===== src/core/wdt_pkg.sv =====
// Package for the windowed watchdog: register map, fields, reset values.
// Assumes a 32-bit AHB-Lite slave with word-aligned registers.
package wdt_pkg;

    localparam logic [7:0]  OFF_RESTART      = 8'h00;
    localparam logic [7:0]  OFF_MODE         = 8'h04;
    localparam logic [7:0]  OFF_STATUS       = 8'h08;

    localparam logic [31:0] MODE_RESET       = 32'h3fff2fff;
    localparam logic [31:0] MODE_MASK        = 32'h3fffffff;
    localparam logic [7:0]  RESTART_KEY      = 8'ha5;
    localparam int          KEY_LSB          = 24;
    localparam int          RESTART_BIT      = 0;

    localparam int          RELOAD_LSB       = 0;
    localparam int          DELTA_LSB        = 16;
    localparam int          FIEN_BIT         = 12;
    localparam int          RSTEN_BIT        = 13;
    localparam int          PROC_SEL_BIT     = 14;
    localparam int          DISABLE_BIT      = 15;
    localparam int          DEBUG_HALT_BIT   = 28;
    localparam int          IDLE_HALT_BIT    = 29;
    localparam int          UNF_BIT          = 0;
    localparam int          ERR_BIT          = 1;

    localparam int          PRESCALE_DIV     = 128;
    localparam int          CNT_W            = 12;

    typedef struct packed {
        logic        idle_halt;
        logic        debug_halt;
        logic [11:0] restart_window_delta;
        logic        timer_disable;
        logic        processor_only_reset_select;
        logic        fault_reset_enable;
        logic        fault_interrupt_enable;
        logic [11:0] counter_reload_value;
    } mode_t;

    typedef struct packed {
        logic        window_error_flag;
        logic        underflow_flag;
    } status_t;

    function automatic mode_t unpack_mode(input logic [31:0] w);
        mode_t m;
        m.idle_halt                   = w[IDLE_HALT_BIT];
        m.debug_halt                  = w[DEBUG_HALT_BIT];
        m.restart_window_delta        = w[DELTA_LSB +: CNT_W];
        m.timer_disable               = w[DISABLE_BIT];
        m.processor_only_reset_select = w[PROC_SEL_BIT];
        m.fault_reset_enable          = w[RSTEN_BIT];
        m.fault_interrupt_enable      = w[FIEN_BIT];
        m.counter_reload_value        = w[RELOAD_LSB +: CNT_W];
        return m;
    endfunction

endpackage


===== src/core/windowed_watchdog_timer.sv =====
// Windowed watchdog timer with AHB-Lite register slave.
// Assumes SLOW_TICK is a one-cycle pulse per slow-clock period made on
// SYS_CLK; DEBUG_STATE and IDLE_STATE come from outside and are synced.
//
// Behaviour
// - 12-bit down counter loaded from reload field
// - Decrement once per slow clock divided by 128
// - Reset: reload 0xFFF, running, reset enabled
// - Mode register writable once per processor reset
// - Mode write reloads counter and restarts counting
// - Keyed restart within window reloads counter, restarts prescaler
// - Restart write ignored unless key is 0xA5
// - Underflow sets flag, fault if reset enabled
// - Restart above delta is error and fault
// - Window check applies even when disabled
// - Delta at least reload never gives errors
// - Interrupt when flag set and enable bit
// - Fault selects all resets or processor only
// - Watchdog reset clears watchdog and flags
// - Status read clears flags, interrupt, fault
// - Halt counting in debug or idle if enabled
// - Disable bit stops the timer
// - Status: underflow bit 0, error bit 1, sticky
// - Mode: reload bits 11:0, delta 27:16
//
// Chosen here: the AHB-Lite interface to the registers.
`timescale 1ns/100ps
module windowed_watchdog_timer
    import wdt_pkg::*;
(
    input  wire logic        SYS_CLK,       // System clock, 100 MHz
    input  wire logic        RST,           // Processor reset, sync high
    input  wire logic        SLOW_TICK,     // Slow clock edge pulse
    input  wire logic        DEBUG_STATE,   // Processor in debug state
    input  wire logic        IDLE_STATE,    // System in idle mode
    input  wire logic        HSEL,          // AHB slave select
    input  wire logic [31:0] HADDR,         // AHB address
    input  wire logic [1:0]  HTRANS,        // AHB transfer type
    input  wire logic        HWRITE,        // AHB write
    input  wire logic [2:0]  HSIZE,         // AHB size
    input  wire logic [31:0] HWDATA,        // AHB write data
    input  wire logic        HREADY,        // AHB bus ready
    output logic      [31:0] HRDATA,        // AHB read data
    output logic             HREADYOUT,     // AHB slave ready
    output logic             HRESP,         // AHB response, always OKAY
    output logic             WDT_IRQ,       // Watchdog interrupt
    output logic             FAULT_ALL,     // Fault: request all resets
    output logic             FAULT_PROC     // Fault: processor reset only
);

    logic [1:0]       dbg_sync_reg;
    logic [1:0]       idle_sync_reg;
    logic             ph_wr_reg;
    logic             ph_rd_reg;
    logic [7:0]       ph_addr_reg;
    logic [31:0]      mode_word_reg;
    mode_t            mode;
    logic             mode_locked_reg;
    logic [CNT_W-1:0] count_reg;
    logic [6:0]       presc_reg;
    status_t          status_reg;
    logic             fault_reg;
    logic             addr_ok;
    logic             wr_mode;
    logic             wr_restart;
    logic             rd_status;
    logic             halted;
    logic             tick;
    logic             underflow;
    logic             win_error;
    logic             restart_ok;

    // Synchronise outside state levels
    always_ff @(posedge SYS_CLK) begin
        if (RST) begin
            dbg_sync_reg  <= 2'h0;
            idle_sync_reg <= 2'h0;
        end else begin
            dbg_sync_reg  <= {dbg_sync_reg[0], DEBUG_STATE};
            idle_sync_reg <= {idle_sync_reg[0], IDLE_STATE};
        end
    end

    // AHB address phase capture
    assign addr_ok = HSEL && HREADY && HTRANS[1];
    always_ff @(posedge SYS_CLK) begin
        if (RST) begin
            ph_wr_reg   <= 1'b0;
            ph_rd_reg   <= 1'b0;
            ph_addr_reg <= 8'h00;
        end else begin
            ph_wr_reg   <= addr_ok && HWRITE;
            ph_rd_reg   <= addr_ok && !HWRITE;
            ph_addr_reg <= HADDR[7:0];
        end
    end

    assign wr_mode    = ph_wr_reg && ph_addr_reg == OFF_MODE
                        && !mode_locked_reg;
    assign wr_restart = ph_wr_reg && ph_addr_reg == OFF_RESTART
                        && HWDATA[KEY_LSB +: 8] == RESTART_KEY
                        && HWDATA[RESTART_BIT];
    assign rd_status  = ph_rd_reg && ph_addr_reg == OFF_STATUS;

    assign mode = unpack_mode(mode_word_reg);

    // Mode register, write-once until processor reset
    always_ff @(posedge SYS_CLK) begin
        if (RST) begin
            mode_word_reg   <= MODE_RESET;
            mode_locked_reg <= 1'b0;
        end else if (wr_mode) begin
            mode_word_reg   <= HWDATA & MODE_MASK;
            mode_locked_reg <= 1'b1;
        end
    end

    assign halted = mode.timer_disable
                    || (mode.debug_halt && dbg_sync_reg[1])
                    || (mode.idle_halt && idle_sync_reg[1]);
    assign tick   = SLOW_TICK && presc_reg == 7'(PRESCALE_DIV - 1);

    // Window check ignores the disable bit; delta >= reload never errs
    assign win_error  = wr_restart
                        && count_reg > mode.restart_window_delta;
    assign restart_ok = wr_restart && !win_error;
    assign underflow  = tick && !halted && !mode.timer_disable
                        && count_reg == '0;

    // Divide-by-128 prescaler, restarted by restart or mode write
    always_ff @(posedge SYS_CLK) begin
        if (RST || restart_ok || wr_mode) begin
            presc_reg <= 7'h00;
        end else if (SLOW_TICK && !halted) begin
            presc_reg <= presc_reg + 7'h01;
        end
    end

    // Down counter
    always_ff @(posedge SYS_CLK) begin
        if (RST) begin
            count_reg <= MODE_RESET[RELOAD_LSB +: CNT_W];
        end else if (wr_mode) begin
            count_reg <= HWDATA[RELOAD_LSB +: CNT_W];
        end else if (restart_ok) begin
            count_reg <= mode.counter_reload_value;
        end else if (underflow) begin
            count_reg <= mode.counter_reload_value;
        end else if (tick && !halted) begin
            count_reg <= count_reg - 12'h001;
        end
    end

    // Sticky status and fault; a new event wins over a status read
    always_ff @(posedge SYS_CLK) begin
        if (RST) begin
            status_reg <= '0;
            fault_reg  <= 1'b0;
        end else begin
            status_reg.underflow_flag <= underflow
                || (status_reg.underflow_flag && !rd_status);
            status_reg.window_error_flag <= win_error
                || (status_reg.window_error_flag && !rd_status);
            fault_reg <= (underflow && mode.fault_reset_enable)
                || win_error
                || (fault_reg && !rd_status);
        end
    end

    // Registered outputs
    always_ff @(posedge SYS_CLK) begin
        if (RST) begin
            HRDATA     <= 32'h00000000;
            WDT_IRQ    <= 1'b0;
            FAULT_ALL  <= 1'b0;
            FAULT_PROC <= 1'b0;
        end else begin
            HRDATA <= 32'h00000000;
            if (addr_ok && !HWRITE && HADDR[7:0] == OFF_MODE) begin
                HRDATA <= mode_word_reg;
            end else if (addr_ok && !HWRITE && HADDR[7:0] == OFF_STATUS) begin
                HRDATA <= {30'h0, status_reg};
            end
            WDT_IRQ <= mode.fault_interrupt_enable
                && (status_reg.underflow_flag
                    || status_reg.window_error_flag);
            FAULT_ALL  <= fault_reg && mode.fault_reset_enable
                && !mode.processor_only_reset_select;
            FAULT_PROC <= fault_reg && mode.fault_reset_enable
                && mode.processor_only_reset_select;
        end
    end

    assign HREADYOUT = 1'b1;
    assign HRESP     = 1'b0;

endmodule // windowed_watchdog_timer


===== config.mk =====
export PLATFORM = sky130hd
export DESIGN_NAME = windowed_watchdog_timer
export DESIGN_NICKNAME = d
export VERILOG_FILES = /design/src/core/wdt_pkg.sv /design/src/core/windowed_watchdog_timer.sv
export SDC_FILE = /design/constraint.sdc
export NUM_CORES = 1
export LEC_CHECK = 0
export BUFFER_PORTS_ARGS = -buffer_cell sky130_fd_sc_hd__buf_4
export CAP_MARGIN = 20
export CORE_ASPECT_RATIO = 0.75
export CORE_MARGIN = 3
export CORE_UTILIZATION = 53
export CTS_CLUSTER_SIZE = 20
export DETAILED_ROUTE_END_ITERATION = 10
export GPL_ROUTABILITY_DRIVEN = 0
export PLACE_DENSITY = 0.84
export REMOVE_ABC_BUFFERS = 1
export SETUP_SLACK_MARGIN = 0.5
export SKIP_CTS_REPAIR_TIMING = 1
export SLEW_MARGIN = 20
export SYNTH_ARGS = -nofsm -noshare
export SYNTH_HDL_FRONTEND = slang
export SYNTH_SLANG_ARGS = --single-unit

===== constraint.sdc =====
create_clock -name SYS_CLK -period 3.15 [get_ports SYS_CLK]
set_clock_uncertainty 0.15 [all_clocks]
set_input_delay 0.4725 -clock SYS_CLK [delete_from_list [all_inputs] [get_ports SYS_CLK]]
set_output_delay 0.4725 -clock SYS_CLK [all_outputs]
set_load 0.05 [all_outputs]

==> qor.csv <==
stage,metric,value,unit
status,status,finished clean,
power_and_ir_drop,sequential power share,55.6,%
placed_design,pre-CTS WS,0.328,ns
floorplanning,chip height,84.5,um
cts,worst-skew pair later-pin latency,0.38,ns
power_and_ir_drop,P_sw,0.519,mW
floorplanning,CORE AREA,0.00767,mm2
synthesis,share of the synthesized area in the top cell type,45.9,%
timing,Final Max Slew Viols,0,
routing,post-route ant nets,0,
setup_path,cell with the largest stage delay on the worst path,a211o_1,
timing,final setup TNS,0,ns
timing,Period minus WS final,2.67,ns
cts,Clock Tree Buf Depth,2,
routing,Initial DRT Pass Iterations,5,
power_and_ir_drop,Max VDD drop,0.000270,V
floorplanning,DIE WIDTH,111,um
floorplanning,FP Rows,27,
timing,RSZ-0062 raised after global routing,yes,
synthesis,number of synthesized register bits,100,
setup_path,Critical Path Source Type,flop,
job,number of max-cap violations,0,
global_routing,first-pass GRT wire length,16700,um
routing,Routed WL,10300,um
synthesis,sequential fraction of the synthesis area,45.9,%
global_routing,antenna violations before repair,0,
cts,CTS Buf Count,9,
global_routing,grt ovf,0,
floorplanning,io pins,114,
power_and_ir_drop,Internal Power,1.79,mW
power_and_ir_drop,power share of the combinational group,5.3,%
global_routing,largest net degree at the start of global routing,56,
routing,routed length per instance,15.8,um
setup_path,"delay-heaviest family, CP",compound AO/OA/AOI/OAI gates,
setup_path,"critical path fanouts, max",11,
synthesis,most frequent cell after synthesis,dfxtp_1,
global_routing,vias in the first global route,3573,
setup_path,CP Buf/Inv Count,2,
cts,CTS tree,yes,
setup_path,critical path class,flop to flop,
setup_path,Required @ worst endpoint,3.27,ns
synthesis,"Async S/R FF share, synth",0,%
timing,Slew @ Worst Pin,0.566,ns
timing,final period utilization,84.9,%
cts,CTS sink cnt,100,
power_and_ir_drop,Pleak,2.45,nW
finish,Final nets,642,
cts,clock-pin slew on the worst setup and hold paths,0.09,ns
timing,final hold violation count,0,
synthesis,Synth Warn #,0,
timing,# setup viols final,0,
routing,DRC errors left,0,
timing,Slew Limit Headroom,62.2,%
power_and_ir_drop,clock share of power,39.1,%
floorplanning,die area,0.00936,mm2
hold_path,HP Class,primary input to flop,
synthesis,cells after synthesis,469,
cts,htree depth,3,
routing,Via density,5.52,
setup_path,WP data arrival,2.79,ns
placed_design,# port buffers,81,
placed_design,DP Cell Count,633,
timing,worst setup margin,0.475,ns
setup_path,WP depth,9,
synthesis,Synth area leaders,"dfxtp_1, and2_1, ha_1, nand2_1, nor2_1",
synthesis,Syn Area/Cell,9.29,um2
setup_path,Crit. End Element,flop,
hold_path,Hold Path Depth,2,
setup_path,"slowest stage delay, CP",0.38,ns
placed_design,Detail Placement HPWL,7300,um
finish,Non-Filler Instances,656,
floorplanning,Initial Util,56.8,%
finish,area delta synth->final,23.0,%
timing,fmax,374,MHz
setup_path,R2R depth,9,
synthesis,Cell variety after synth,55,
power_and_ir_drop,pwr/cell area,430,mW/mm2
synthesis,most instantiated cells after synthesis,"dfxtp_1, nand2_1, nor2_1",
synthesis,top_reg_cell synth,dfxtp_1,
global_routing,gr usage total,21.7,%
synthesis,"EDFF count, synth",0,
power_and_ir_drop,Sw Share,22.5,%
cts,CTS root buf,clkbuf_8,
finish,# diodes,0,
synthesis,area of the mapped netlist,0.00436,mm2
setup_path,worst path cell trace,inv_1 -> ha_4 -> nand4_1 -> buf_4 -> a211o_1 -> a31oi_4 -> nand3_2 -> o32ai_2 -> nor2_1,
routing,vias post-DR,3622,
finish,share of cells above drive strength 1,26.7,%
routing,number of DRC markers in iteration 0,215,
synthesis,Synth area leader,dfxtp_1,
[through the flow]
stage	utilization [%]	hold WS [ns]	area [um2]	total power, mW
floorplan	-	0.264	4200	1.36
CTS	67.6	0.119	5180	2.31
finish	69.9	0.121	5360	2.31
global route	69.9	0.120	5360	2.38
global placement	64.8	0.269	4970	1.42
detailed placement	64.8	0.280	4970	1.43
[cell usage in the layout, fill, tap and decap left out, types with 6 or more instances in the layout]
cell,instances
dfxtp_2,9
nand3_1,14
buf_4,93
clkbuf_8,9
xnor2_1,6
nor2b_1,19
inv_1,16
and2_1,30
a211o_1,12
nand3b_1,15
o21ai_1,8
nor3_1,6
xor2_1,7
a21o_1,7
a21oi_1,14
a31oi_1,11
nand2_1,49
dfxtp_1,91
ha_1,13
nand4_1,8
nor2_1,46
[power by group through the flow]
stage / clock network, mW / logic, mW / registers (mW)
after global routing: 0.960 / 0.133 / 1.28
after global placement: 0 / 0.114 / 1.31
after CTS: 0.906 / 0.118 / 1.28
after detailed placement: 0 / 0.118 / 1.31
final: 0.901 / 0.123 / 1.28
after floorplan: 0 / 0.0498 / 1.31
[final cells by class]
cell class	count	area [um2]
fillers	606	2310
multi-input cells	329	2240
flip-flops and latches	100	2010
repair buffers	93	698
clock buffers	10	128
well taps	101	126
clock inverters	6	87.6
inverters	17	63.8
[cell families (layout without fill, tap and decap cells)]
kind of cell               Yosys count  after routing  synth area share, %
and+or+nand+nor                    222            222                 28.6
DFF                                100            100                 45.9
AOI/OAI and AO/OA                   74             74                 12.8
buffers and inverters               42            126                 5.31
adders and majority gates           15             15                 4.31
xor gates and xnor gates            13             13                 2.61
other                                2              4                0.172
muxes                                1              1                0.230
[per-layer routing]
layer / GRT usage (%) / wire [um] / vias up
met5: 0 / 0 / -
met3: 7.42 / 734 / 23
met1: 26.1 / 4410 / 1702
met4: 7.49 / 209 / 0
li1: - / - / 1767
met2: 36.7 / 4990 / 130
[worst register-to-register path, delay by kind of cell (launching register included)]
| family | cells | cell delay [ns] |
|---|---|---|
| AOI/OAI and AO/OA | 3 | 0.92 |
| adders and majority gates | 1 | 0.28 |
| DFF | 1 | 0.34 |
| and+or+nand+nor | 3 | 0.59 |
| buffers and inverters | 2 | 0.29 |
[path summary, 6_finish.rpt]
kind,start,endpoint,slack [ns]
max,mode_word_reg[27]$_SDFFE_PP1P_,count_reg[3]$_SDFFE_PP1P_,0.48
min,HWRITE,ph_rd_reg$_SDFF_PP0_,0.12
max reg2reg,mode_word_reg[27]$_SDFFE_PP1P_,count_reg[3]$_SDFFE_PP1P_,0.48
min reg2reg,dbg_sync_reg[0]$_SDFF_PP0_,dbg_sync_reg[1]$_SDFF_PP0_,0.30
No activity file was read; power rests on OpenSTA's default activity.
